<file path="src/dii_regs.vh">
`ifndef DII_REGS_VH
`define DII_REGS_VH
`define DII_DEV_ADDR 7'h45
`define DII_SUB_PIN_CFG 8'h10
`define DII_SUB_PIN_CFG2 8'h15
`define DII_SUB_FB_STATUS 8'h1E
`define DII_SUB_IND_WRITE 8'h12
`define DII_SUB_IND_READ 8'h13
`define DII_PIN_CFG_RESET 8'h00
`define DII_PIN_CFG2_RESET 8'h00
`define DII_PIN_CFG2_MASK 8'h0F
`define DII_FB_LEVEL_BIT 0
`define DII_FB_SLOPE_BIT 1
`define DII_SYNC_LO 0
`define DII_PULSE1_BIT 2
`define DII_PULSE2_BIT 3
`define DII_VPULSE_BIT 4
`define DII_EW_PWM_BIT 5
`define DII_FLYBACK_INPUT_POLARITY_BIT 6
`define DII_VBL_BIT 7
`define DII_EW_LO 0
`define DII_HVS_LO 2
`define DII_STRETCH_MS 20
`define DII_CLK_KHZ 20000
`define DII_STRETCH_CYC (`DII_STRETCH_MS * `DII_CLK_KHZ)
`endif

</file>
<file path="src/dii_top.v">
`include "dii_regs.vh"
`default_nettype none
module dii_top
#(
  parameter STRETCH_CYC = `DII_STRETCH_CYC,
  parameter [15:0] IND_DATA_MASK = 16'hFFFF
)
(
  input wire i_clock,
  input wire i_reset_n,
  input wire i_enable,
  input wire i_scl,
  input wire i_sda,
  output reg o_scl_oe,
  output reg o_sda_oe,
  output reg o_scl_out,
  output reg o_sda_out,
  input wire i_fast_blank_input_pin,
  input wire i_blank_input_slope,
  output reg [7:0] o_output_pin_drive_config,
  output reg [7:0] o_output_pin_drive_config_two,
  output reg o_sync_fifo_tristate,
  output reg o_flyback_active_low,
  output reg o_east_west_pulse_enable,
  output reg o_ctl_req,
  output reg o_ctl_write,
  output reg [15:0] o_ctl_addr,
  output reg [15:0] o_ctl_wdata,
  input wire i_ctl_ack,
  input wire [15:0] i_ctl_rdata,
  output reg o_ctl_timeout,
  output reg o_init_busy
);
  // ************************************
  // pin synchronisers
  // ************************************
  wire scl_s;
  wire sda_s;
  wire fb_s;
  wire slope_s;
  dii_sync u_scl (.i_clock(i_clock), .i_reset_n(i_reset_n),
    .i_enable(i_enable), .i_async(i_scl), .o_sync(scl_s));
  dii_sync u_sda (.i_clock(i_clock), .i_reset_n(i_reset_n),
    .i_enable(i_enable), .i_async(i_sda), .o_sync(sda_s));
  dii_sync u_fb (.i_clock(i_clock), .i_reset_n(i_reset_n),
    .i_enable(i_enable), .i_async(i_fast_blank_input_pin),
    .o_sync(fb_s));
  dii_sync u_slp (.i_clock(i_clock), .i_reset_n(i_reset_n),
    .i_enable(i_enable), .i_async(i_blank_input_slope),
    .o_sync(slope_s));

  // ************************************
  // bus state
  // ************************************
  localparam [2:0] ST_IDLE = 3'h0;
  localparam [2:0] ST_RX = 3'h1;
  localparam [2:0] ST_ACK = 3'h2;
  localparam [2:0] ST_TX = 3'h3;
  localparam [2:0] ST_TXACK = 3'h4;
  localparam [2:0] ST_WAIT = 3'h5;
  localparam [2:0] ST_SKIP = 3'h6;

  reg [2:0] state;
  reg scl_d;
  reg sda_d;
  reg [7:0] shift;
  reg [3:0] bit_cnt;
  reg [2:0] byte_idx;
  reg [7:0] subaddr;
  reg is_read;
  reg [15:0] rdata;
  reg rd_valid;
  reg stretch;
  reg [31:0] wait_cnt;
  reg [7:0] pin_cfg;
  reg [7:0] pin_cfg2;
  reg init_pend;
  wire scl_rise = scl_s & ~scl_d;
  wire scl_fall = ~scl_s & scl_d;
  wire start_c = scl_s & scl_d & sda_d & ~sda_s;
  wire stop_c = scl_s & scl_d & ~sda_d & sda_s;
  function [7:0] tx_byte;
    input [7:0] sub;
    input [2:0] idx;
    input [15:0] ind;
    input [7:0] cfg;
    input [7:0] cfg2;
    input [1:0] fb;
    begin
      case (sub)
        `DII_SUB_PIN_CFG: tx_byte = cfg;
        `DII_SUB_PIN_CFG2: tx_byte = cfg2;
        `DII_SUB_FB_STATUS: tx_byte = {6'h00, fb};
        `DII_SUB_IND_READ: tx_byte = idx[0] ? ind[7:0] : ind[15:8];
        default: tx_byte = 8'h00;
      endcase
    end
  endfunction
  wire [1:0] fb_bits = {slope_s, fb_s};
  wire [7:0] rx_byte = shift;
  wire busy_ind = (subaddr == `DII_SUB_IND_READ) && !rd_valid;
  wire [7:0] tx_now = tx_byte(subaddr, byte_idx, rdata, pin_cfg, pin_cfg2,
    fb_bits);
  always @(posedge i_clock or negedge i_reset_n)
  begin
    if (!i_reset_n)
    begin
      state <= ST_IDLE;
      scl_d <= 1'b1;
      sda_d <= 1'b1;
      shift <= 8'h00;
      bit_cnt <= 4'h0;
      byte_idx <= 3'h0;
      subaddr <= 8'h00;
      is_read <= 1'b0;
      rdata <= 16'h0000;
      rd_valid <= 1'b0;
      stretch <= 1'b0;
      wait_cnt <= 32'h0;
      pin_cfg <= 8'h00;
      pin_cfg2 <= 8'h00;
      init_pend <= 1'b1;
      o_sda_oe <= 1'b0;
      o_ctl_req <= 1'b0;
      o_ctl_write <= 1'b0;
      o_ctl_addr <= 16'h0000;
      o_ctl_wdata <= 16'h0000;
      o_ctl_timeout <= 1'b0;
    end
    else if (i_enable)
    begin
      scl_d <= scl_s;
      sda_d <= sda_s;
      if (init_pend)
      begin
        // defaults load on the first enabled cycle after reset release
        pin_cfg <= `DII_PIN_CFG_RESET;
        pin_cfg2 <= `DII_PIN_CFG2_RESET;
        init_pend <= 1'b0;
      end
      // controller handshake with stretch timeout
      if (o_ctl_req)
      begin
        if (i_ctl_ack)
        begin
          o_ctl_req <= 1'b0;
          stretch <= 1'b0;
          if (!o_ctl_write)
          begin
            rdata <= i_ctl_rdata & IND_DATA_MASK;
            rd_valid <= 1'b1;
          end
        end
        else if (wait_cnt >= STRETCH_CYC - 1)
        begin
          // give up rather than hold the bus forever
          o_ctl_req <= 1'b0;
          stretch <= 1'b0;
          o_ctl_timeout <= 1'b1;
          rdata <= 16'h0000;
          rd_valid <= 1'b1;
        end
        else
          wait_cnt <= wait_cnt + 32'h1;
      end
      if (start_c)
      begin
        state <= ST_RX;
        bit_cnt <= 4'h0;
        byte_idx <= 3'h0;
        o_sda_oe <= 1'b0;
      end
      else if (stop_c)
      begin
        state <= ST_IDLE;
        o_sda_oe <= 1'b0;
      end
      else
      begin
        case (state)
          ST_IDLE, ST_SKIP:
            o_sda_oe <= 1'b0;
          ST_RX:
            if (scl_rise)
            begin
              shift <= {shift[6:0], sda_s};
              bit_cnt <= bit_cnt + 4'h1;
            end
            else if (scl_fall && bit_cnt == 4'h8)
            begin
              bit_cnt <= 4'h0;
              if (byte_idx == 3'h0)
              begin
                if (rx_byte[7:1] == `DII_DEV_ADDR)
                begin
                  is_read <= rx_byte[0];
                  o_sda_oe <= 1'b1;
                  state <= ST_ACK;
                  byte_idx <= {2'h0, ~rx_byte[0]};
                end
                else
                  state <= ST_SKIP;
              end
              else
              begin
                o_sda_oe <= 1'b1;
                state <= ST_ACK;
                case (byte_idx)
                  3'h1:
                  begin
                    subaddr <= rx_byte;
                    if (rx_byte == `DII_SUB_IND_READ)
                      rd_valid <= 1'b0;
                  end
                  3'h2:
                    case (subaddr)
                      `DII_SUB_PIN_CFG: pin_cfg <= rx_byte;
                      `DII_SUB_PIN_CFG2:
                        pin_cfg2 <= rx_byte & `DII_PIN_CFG2_MASK;
                      `DII_SUB_IND_WRITE, `DII_SUB_IND_READ:
                        o_ctl_addr[15:8] <= rx_byte;
                      default: ;
                    endcase
                  3'h3:
                  begin
                    o_ctl_addr[7:0] <= rx_byte;
                    if (subaddr == `DII_SUB_IND_READ)
                    begin
                      o_ctl_req <= 1'b1;
                      o_ctl_write <= 1'b0;
                      wait_cnt <= 32'h0;
                    end
                  end
                  3'h4:
                    o_ctl_wdata[15:8] <= rx_byte;
                  3'h5:
                    if (subaddr == `DII_SUB_IND_WRITE)
                    begin
                      o_ctl_wdata[7:0] <= rx_byte;
                      o_ctl_req <= 1'b1;
                      o_ctl_write <= 1'b1;
                      wait_cnt <= 32'h0;
                      stretch <= 1'b1;
                    end
                  default: ;
                endcase
                if (byte_idx != 3'h7)
                  byte_idx <= byte_idx + 3'h1;
              end
            end
          ST_ACK:
            if (scl_fall)
            begin
              o_sda_oe <= 1'b0;
              if (is_read && busy_ind)
              begin
                stretch <= 1'b1;
                state <= ST_WAIT;
              end
              else if (is_read)
              begin
                shift <= tx_now;
                o_sda_oe <= ~tx_now[7];
                state <= ST_TX;
              end
              else
                state <= ST_RX;
            end
          ST_WAIT:
            if (rd_valid)
            begin
              stretch <= 1'b0;
              shift <= tx_now;
              o_sda_oe <= ~tx_now[7];
              state <= ST_TX;
            end
          ST_TX:
            if (scl_fall)
            begin
              if (bit_cnt == 4'h7)
              begin
                bit_cnt <= 4'h0;
                o_sda_oe <= 1'b0;
                state <= ST_TXACK;
              end
              else
              begin
                bit_cnt <= bit_cnt + 4'h1;
                shift <= {shift[6:0], 1'b0};
                o_sda_oe <= ~shift[6];
              end
            end
          ST_TXACK:
            if (scl_rise)
            begin
              if (sda_s)
                state <= ST_SKIP;
              else
                byte_idx <= byte_idx + 3'h1;
            end
            else if (scl_fall)
            begin
              shift <= tx_now;
              o_sda_oe <= ~tx_now[7];
              state <= ST_TX;
            end
          default:
            state <= ST_IDLE;
        endcase
      end
    end
  end

  // ************************************
  // registered outputs
  // ************************************
  always @(posedge i_clock or negedge i_reset_n)
  begin
    if (!i_reset_n)
    begin
      o_scl_oe <= 1'b0;
      o_scl_out <= 1'b0;
      o_sda_out <= 1'b0;
      o_output_pin_drive_config <= 8'h00;
      o_output_pin_drive_config_two <= 8'h00;
      o_sync_fifo_tristate <= 1'b0;
      o_flyback_active_low <= 1'b0;
      o_east_west_pulse_enable <= 1'b0;
      o_init_busy <= 1'b1;
    end
    else if (i_enable)
    begin
      // write stalls release on the controller answer or on the stretch timeout
      o_scl_oe <= stretch;
      o_scl_out <= 1'b0;
      o_sda_out <= 1'b0;
      o_output_pin_drive_config <= pin_cfg;
      o_output_pin_drive_config_two <= pin_cfg2;
      o_sync_fifo_tristate <=
        pin_cfg[`DII_SYNC_LO+1:`DII_SYNC_LO] == 2'h3;
      o_flyback_active_low <= pin_cfg[`DII_FLYBACK_INPUT_POLARITY_BIT];
      o_east_west_pulse_enable <= pin_cfg[`DII_EW_PWM_BIT];
      o_init_busy <= init_pend;
    end
  end
endmodule
`default_nettype wire

</file>
<file path="src/dii_sync.v">
`default_nettype none
module dii_sync
(
  input wire i_clock,
  input wire i_reset_n,
  input wire i_enable,
  input wire i_async,
  output reg o_sync
);
  reg stage;
  always @(posedge i_clock or negedge i_reset_n)
  begin
    if (!i_reset_n)
    begin
      stage <= 1'b1;
      o_sync <= 1'b1;
    end
    else if (i_enable)
    begin
      stage <= i_async;
      o_sync <= stage;
    end
  end
endmodule
`default_nettype wire

</file>
<file path="config.mk">
export PLATFORM = sky130hd
export DESIGN_NAME = dii_top
export DESIGN_NICKNAME = d
export VERILOG_FILES = /design/src/dii_top.v /design/src/dii_sync.v
export VERILOG_INCLUDE_DIRS = /design/src
export SDC_FILE = /design/constraint.sdc
export NUM_CORES = 1
export LEC_CHECK = 0
export BUFFER_PORTS_ARGS = -buffer_cell sky130_fd_sc_hd__buf_4
export CAP_MARGIN = 5
export CORE_ASPECT_RATIO = 0.8
export CORE_MARGIN = 2
export CORE_UTILIZATION = 50
export CTS_CLUSTER_SIZE = 24
export DETAILED_ROUTE_END_ITERATION = 16
export PLACE_DENSITY_LB_ADDON = 0.08
export SETUP_SLACK_MARGIN = 0.4
export SYNTH_ARGS = -nofsm -noshare
export SYNTH_HDL_FRONTEND = slang
export SYNTH_SLANG_ARGS = --single-unit
</file>
<file path="constraint.sdc">
create_clock -name i_clock -period 4.7 [get_ports i_clock]
set_input_delay 0.705 -clock i_clock [delete_from_list [all_inputs] [get_ports i_clock]]
set_output_delay 0.705 -clock i_clock [all_outputs]
set_load 0.005 [all_outputs]
</file>
# ---- Word level (Yosys, flattened, before mapping)
# Index checks and enable logic that the tools add are counted.
dict set report totals {
  reg_bits 161
  wordCells 278
  out_inout_bits 59
  input_bits 24
}
dict set report op_classes {
  n_reduce_logical 28
  muxes 134
  eq_ne 55
  add_sub_neg 3
  n_lt_le_gt_ge 1
  n_bitwise 19
}
# cell n
set op_table {}
lappend op_table {{$mux W32} 11}
lappend op_table {{$mux W8} 28}
lappend op_table {{$mux W3} 23}
lappend op_table {{$pmux W32 S2} 1}
lappend op_table {{$mux W1} 52}
lappend op_table {{$eq A8 B5 Y1 const B} 6}
lappend op_table {{$mux W16} 3}
lappend op_table {{$ne A4 B4 Y1 const B} 11}
lappend op_table {{$pmux W8 S5} 1}
lappend op_table {{$add A32 B1 Y32 const B} 1}
lappend op_table {{$ge A32 B19 Y1 const B} 1}
lappend op_table {{$pmux W8 S4} 1}
lappend op_table {{$reduce_and A8 Y1} 4}
lappend op_table {{$reduce_and A10 Y1} 3}
lappend op_table {{$reduce_and A9 Y1} 3}
lappend op_table {{$ne A2 B2 Y1 const B} 13}
lappend op_table {{$mux W4} 6}
lappend op_table {{$ne A3 B3 Y1 const B} 7}
lappend op_table {{$pmux W3 S6} 1}
lappend op_table {{$eq A3 B3 Y1 const B} 5}
lappend op_table {{$reduce_and A13 Y1} 1}
lappend op_table {{$eq A3 B2 Y1 const B} 4}
lappend op_table {{$not A1 Y1} 12}
lappend op_table {{$ne A5 B5 Y1 const B} 2}
lappend op_table {{other kinds (25)} 40}

# ---- Logic depth before layout (Yosys ltp)
dict set report depth {
  depth_word 12
  depth_mapped 10
  mapped_depth_nobuf 7
}

# ---- Hierarchy
# From an unflattened synthesis, not the netlist that was laid out.
dict set report hier_totals {
  cells_unflattened 712
  hier_area_um2 8054.0
}
# module n_inst seq_area_each_um2 area_each_um2 cells_per_inst
set by_module_without_submodules {}
lappend by_module_without_submodules {dii_top 1 3783.6 7753.7 696}
lappend by_module_without_submodules {dii_sync 4 52.6 75.1 4}

# ---- Worst setup path after synthesis
# Ideal clock, no wire load.
dict set report synth_timing {
  path_type {register to register}
  startpoint {reg byte_idx[0]}
  endpoint {reg o_ctl_addr[10]}
  path_buffers 3
  stages_incl_launch_ff 10
  period_less_slack_ps 2580
  setup_slack_ps 2120
  required_time_ps 4575
  arrival_time_ps 2456
  setup_time_ps 125
  cell_sequence {dfrtp_1 > clkbuf_1 > inv_1 > ha_1 > nand2b_1 > clkbuf_1 > and3_1 > and4_1 > buf_2 > mux2_2}
}
dict set report synth_via {
  elab_chain_cells 3
  word_cells_on_any_way 4
  cone_classes {eq/ne (1); bitwise (1); reduce/logical (2)}
}
# item line_no
set synth_rtl {}
lappend synth_rtl {{from (decl)} dii_top.v:68} ;# reg [2:0] byte_idx;
lappend synth_rtl {{from (signal assigned)} dii_top.v:199} ;# byte_idx <= {2'h0, ~rx_byte[0]};
lappend synth_rtl {{from (signal assigned)} dii_top.v:248} ;# byte_idx <= byte_idx + 3'h1;
lappend synth_rtl {{from (signal assigned)} dii_top.v:299} ;# byte_idx <= byte_idx + 3'h1;
lappend synth_rtl {{$logic_not A3 Y1} dii_top.v:192} ;# if (byte_idx == 3'h0)
lappend synth_rtl {{$not A1 Y1 (no source line)} n/a}
lappend synth_rtl {{$reduce_and A9 Y1 (no source line) *} n/a}
lappend synth_rtl {{to (signal assigned)} dii_top.v:221} ;# o_ctl_addr[15:8] <= rx_byte;
lappend synth_rtl {{to (decl)} dii_top.v:27} ;# output reg [15:0] o_ctl_addr,
# Mark *: on every way between the ends. The rest lies on a longest branch, timed or not.
# A chain may end at the register's enable or synchronous reset.

# ---- Worst setup path after layout
dict set report layout_timing {
  startpoint {reg byte_idx[0]}
  endpoint {reg wait_cnt[14]}
}
dict set report layout_via {
  elab_chain_cells 8
  word_cells_on_any_way 10
  cone_classes {eq/ne (2); mux (7); reduce/logical (1)}
}
# item line_no
set layout_rtl {}
lappend layout_rtl {{$eq A3 B3 Y1 / $eq A3 B2 Y1 (equally long branches)} dii_top.v:208} ;# case (byte_idx)
lappend layout_rtl {{$pmux W32 S2} dii_top.v:208}
lappend layout_rtl {{$mux W32 *} dii_top.v:192}
lappend layout_rtl {{$mux W32 *} dii_top.v:189} ;# else if (scl_fall && bit_cnt == 4'h8)
lappend layout_rtl {{$mux W32 *} dii_top.v:184} ;# if (scl_rise)
lappend layout_rtl {{$mux W32 *} dii_top.v:180} ;# case (state)
lappend layout_rtl {{$mux W32 *} dii_top.v:173} ;# else if (stop_c)
lappend layout_rtl {{$mux W32 *} dii_top.v:166} ;# if (start_c)
lappend layout_rtl {{to (signal assigned)} dii_top.v:164} ;# wait_cnt <= wait_cnt + 32'h1;
lappend layout_rtl {{to (decl)} dii_top.v:74} ;# reg [31:0] wait_cnt;
# Marks and branches as above.

==> summary.md <==
The flow ran to the end, and the final reports show no timing, DRC or antenna violations. In the final layout, the multi-input gates occupy 3740 µm². The yosys synthesis warning count is 0, and the count of maximum capacitance violations is 0. The minimum clock period is 3.38 ns. Total power for the finished layout comes to 3.37 mW. Synthesis produced a netlist whose cell count is 743. The number of input and output port buffers inserted was 80. The min-delay analysis places its worst path in the category in2async.

Entering global routing, the biggest net connects 87 pins. Relative slew slack: 17.9%. Setup repair after global routing left no endpoint under its margin.

Global routing consumed, over all layers together, 24.1% of the routing resources. The final hold violation count was 0. The proportion of layout cells with a drive suffix above 1 is 26.8%, and the post-layout utilization of the core is 59.3%. The endpoint of the lowest-slack register-to-register path is wait_cnt[14]$_DFFE_PN0P_.

The analysis attributes to cell leakage a power of 4.27 nW. The number of different library cells used by synthesis comes to 80. The endpoint required time on the critical path is 4.95 ns, and the detail-routed via count per cell is 6.06. The logs give 0.930 for the global placement routability congestion and 0 for the number of buffers added to fix hold violations after cts.

The average instance area after synthesis was 10.8 µm²; the area of the die was 17100 µm². The proportion of netlist area held by the largest area contributor is 45.8%. Total CTS buffers: 17. On the final layout, the worst clock skew is 0.0115 ns. TritonCTS built the clock tree. The clock reaches the later pin of the worst-skew pair after 0.43 ns.

The run gives 0 as the number of pins with negative max-slew slack in the final report. Of all cell types, the one taking the most synthesized area is dfrtp_1. The final critical path takes up 71.9% of the cycle.

Number of antenna violations at the first check in global routing: 0. Walking the worst path, the cells encountered are ha_1 > ha_1 > or4bb_1 > a211oi_1 > nor2_1 > nor2_1 > a21oi_1. Registers take 3990 µm².

The number of cell instances on the worst register-to-register path was 7. The instance area at placement came out at 8730 µm². The initial detailed-routing violation count is 511.

After detailed routing, the average wire length per cell comes to 19.4 µm. Together, buffers and inverters on the worst path number 0. In this run the count of I/O pins placed on the die edge is 83. For the aggregate negative setup slack, the log shows 0 ns. The worst setup path is launched from a flip-flop. The x dimension of the die is 146 µm, and the maximum buffer depth of the clock tree is 2.

The largest driver fanout on the critical path was 13; the number of resized instances in the post-cts repair step was 0. The routed design has 19800 µm of wire. Clock tree synthesis found a total of 159 sinks. After detailed routing, the number of remaining DRC violations is 0.

By area the synthesized netlist is led by dfrtp_1 46%, mux2_2 8.0%, dfstp_2 3.9%, nand2_1 2.8%, o21ai_0 2.0%. The area overhead of the layout relative to synthesis came out at 16.2%. The first global-routing pass estimated 33000 µm of wire. The endpoint arrival time on the critical path is 3.63 ns, and the via count is 6208. The post-CTS clock slew at the launch and capture registers of the worst setup and hold paths came out at 0.07 ns. Once detail routing completed, the nets flagged for antenna violations numbered 0. The worst reg2reg path startpoint is byte_idx[0]$_DFFE_PN0P_. At the pin with the least slew margin, the transition time is 1.22 ns. Library cell contributing the largest single delay on the critical path: nor2_1. For this run, the slowest stage of the critical path takes 0.76 ns. The run gives 4 as the H-tree depth reported by CTS.

Timing would allow up to 296 MHz. Buffers added to address setup during post-CTS repair amount to 0. After synthesis the netlist holds a flip-flop and latch count of 159.

The reg-to-reg setup timing slack is 1.32 ns, and the async set-reset flop share out of synthesis is 100%. The most used flip-flop cell after synthesis is dfrtp_1. Sequential cells were found to cover 49.7% of the synthesized design area.

VDD sags by at most 0.000294 V. For this design the ratio of total power to cell area is 361 nW/µm². The logs give 0.341 ns for the worst hold margin and 15700 µm² for the area of the core region. The wire-length estimate of the detail-placed layout is 13700 µm. The die is 117 µm tall.

The floorplan has 41 rows. The final layout contains 833 nets. Setup violations remaining at the end of the flow were counted as 0. 0 antenna diodes ended up in the layout.

Global routing finished with a remaining overflow of 0. The number of enable-type register cells in the synthesized netlist was 0; the number of global-route vias before repair was 6082. The run gives 9340 µm² as the cell area after layout. By startpoint and endpoint, the worst setup path is classified as reg2reg. The filler cells instantiated in the layout total 1352. The tools report the capturing element type of the critical path as a flip-flop. Once the floorplan was initialized, standard cells occupied 51.0% of the core. Summing every instance area after synthesis gives 8030 µm². The kind of cell with the highest combined delay along the critical path is simple AND/OR/NAND/NOR gates. The tools report the root buffer selected by CTS as clkbuf_16. Before antenna repair, the detailed router went through 5 iterations.
==> cells in the mapped netlist, drive strengths merged, types with 7 or more instances <==
master  number
a21oi       30
a22o        17
a22oi       12
and2        24
and4         7
buf         19
clkbuf      32
dfrtp      147
dfstp       12
ha          12
inv         23
mux2        65
mux2i       14
nand2       61
nand3       18
nand3b       8
nand4       11
nor2        24
nor2b       11
nor3        11
nor4         7
o21ai       32
o22ai       12
o31ai       11
or3          7
or4         16
==> worst register-to-register path, delay by kind of cell (launching register included) <==
kind / cells / cell delay [ns]
DFF: 1 / 0.60
adders and majority gates: 2 / 0.64
AOI/OAI and AO/OA: 2 / 0.59
and+or+nand+nor: 3 / 1.38
==> metal layers <==
metal | global-route usage, % | up-vias | share of wire [%]
met5 | 0 | - | 0
met4 | 7.05 | 0 | 1.7
met3 | 4.86 | 27 | 6.3
met2 | 35.3 | 220 | 44
met1 | 36.3 | 3089 | 48
li1 | - | 2872 | -
==> per-stage QoR <==
step / std cells / setup slack [ns]
6_report: 1025 / 1.32
5_1_grt: 1025 / 1.08
4_1_cts: 1025 / 1.36
3_5_place_dp: 993 / 1.38
3_3_place_gp: 993 / 1.57
2_1_floorplan: 744 / 2.12
==> power breakdown <==
| part | switching (mW) | internal [mW] |
|---|---|---|
| Sequential | 0.174 | 1.43 |
| Combinational | 0.204 | 0.141 |
| Clock | 0.600 | 0.817 |
==> flip-flops by register name (all words and copies together), names as in the netlist, 3 cells and up <==
name and flops:
wait_cnt 32, rdata 16, rx_byte 8, byte_idx 3
o_ctl_addr 16, pin_cfg2 8, subaddr 8, pin_cfg 8
o_output_pin_drive_config 8, o_output_pin_drive_config_two 8, o_ctl_wdata 16, bit_cnt 4
state 3
==> cell type report <==
class / count / area share [%]
well taps: 215 / 2.88
clock buffers: 18 / 4.70
flip-flops and latches: 159 / 42.8
clock inverters: 14 / 1.80
multi-input cells: 511 / 40.0
inverters: 23 / 0.925
repair buffers: 85 / 6.87
==> cell families after synthesis <==
logic type,count (synthesis),synth area share (%)
AO/OA/AOI/OAI,172,14.9
XOR/XNOR,3,0.327
adder cells (fa/ha/maj),12,1.87
buffers and inverters,74,3.91
flip-flops,159,49.7
multiplexers,79,11.2
other,1,0.0467
AND/OR/NAND/NOR,243,18.0
==> worst max path at each step <==
stage	start	endpoint	depth (start not counted)
after floorplan	byte_idx[0]$_DFFE_PN0P_	o_ctl_addr[10]$_DFFE_PN0P_	9
after global placement	byte_idx[0]$_DFFE_PN0P_	wait_cnt[31]$_DFFE_PN0P_	6
after detailed placement	byte_idx[0]$_DFFE_PN0P_	wait_cnt[14]$_DFFE_PN0P_	7
after CTS	byte_idx[0]$_DFFE_PN0P_	wait_cnt[14]$_DFFE_PN0P_	7
after global routing	byte_idx[0]$_DFFE_PN0P_	wait_cnt[14]$_DFFE_PN0P_	7
final	byte_idx[0]$_DFFE_PN0P_	wait_cnt[14]$_DFFE_PN0P_	7
==> cell usage in the layout (no fill, tap or decap), drive strengths merged, types with 11 or more instances in the layout <==
cell	instances
clkbuf	18
inv	31
nand4	11
mux2	65
nor2	24
a22oi	12
dfrtp	147
mux2i	14
o21ai	32
nand3	18
o22ai	12
buf	85
or4	16
dfstp	12
and2	24
a21oi	30
ha	12
o31ai	11
a22o	17
nand2	61
nor2b	11
nor3	11
Note: power is estimated with default switching activity, not from simulation.
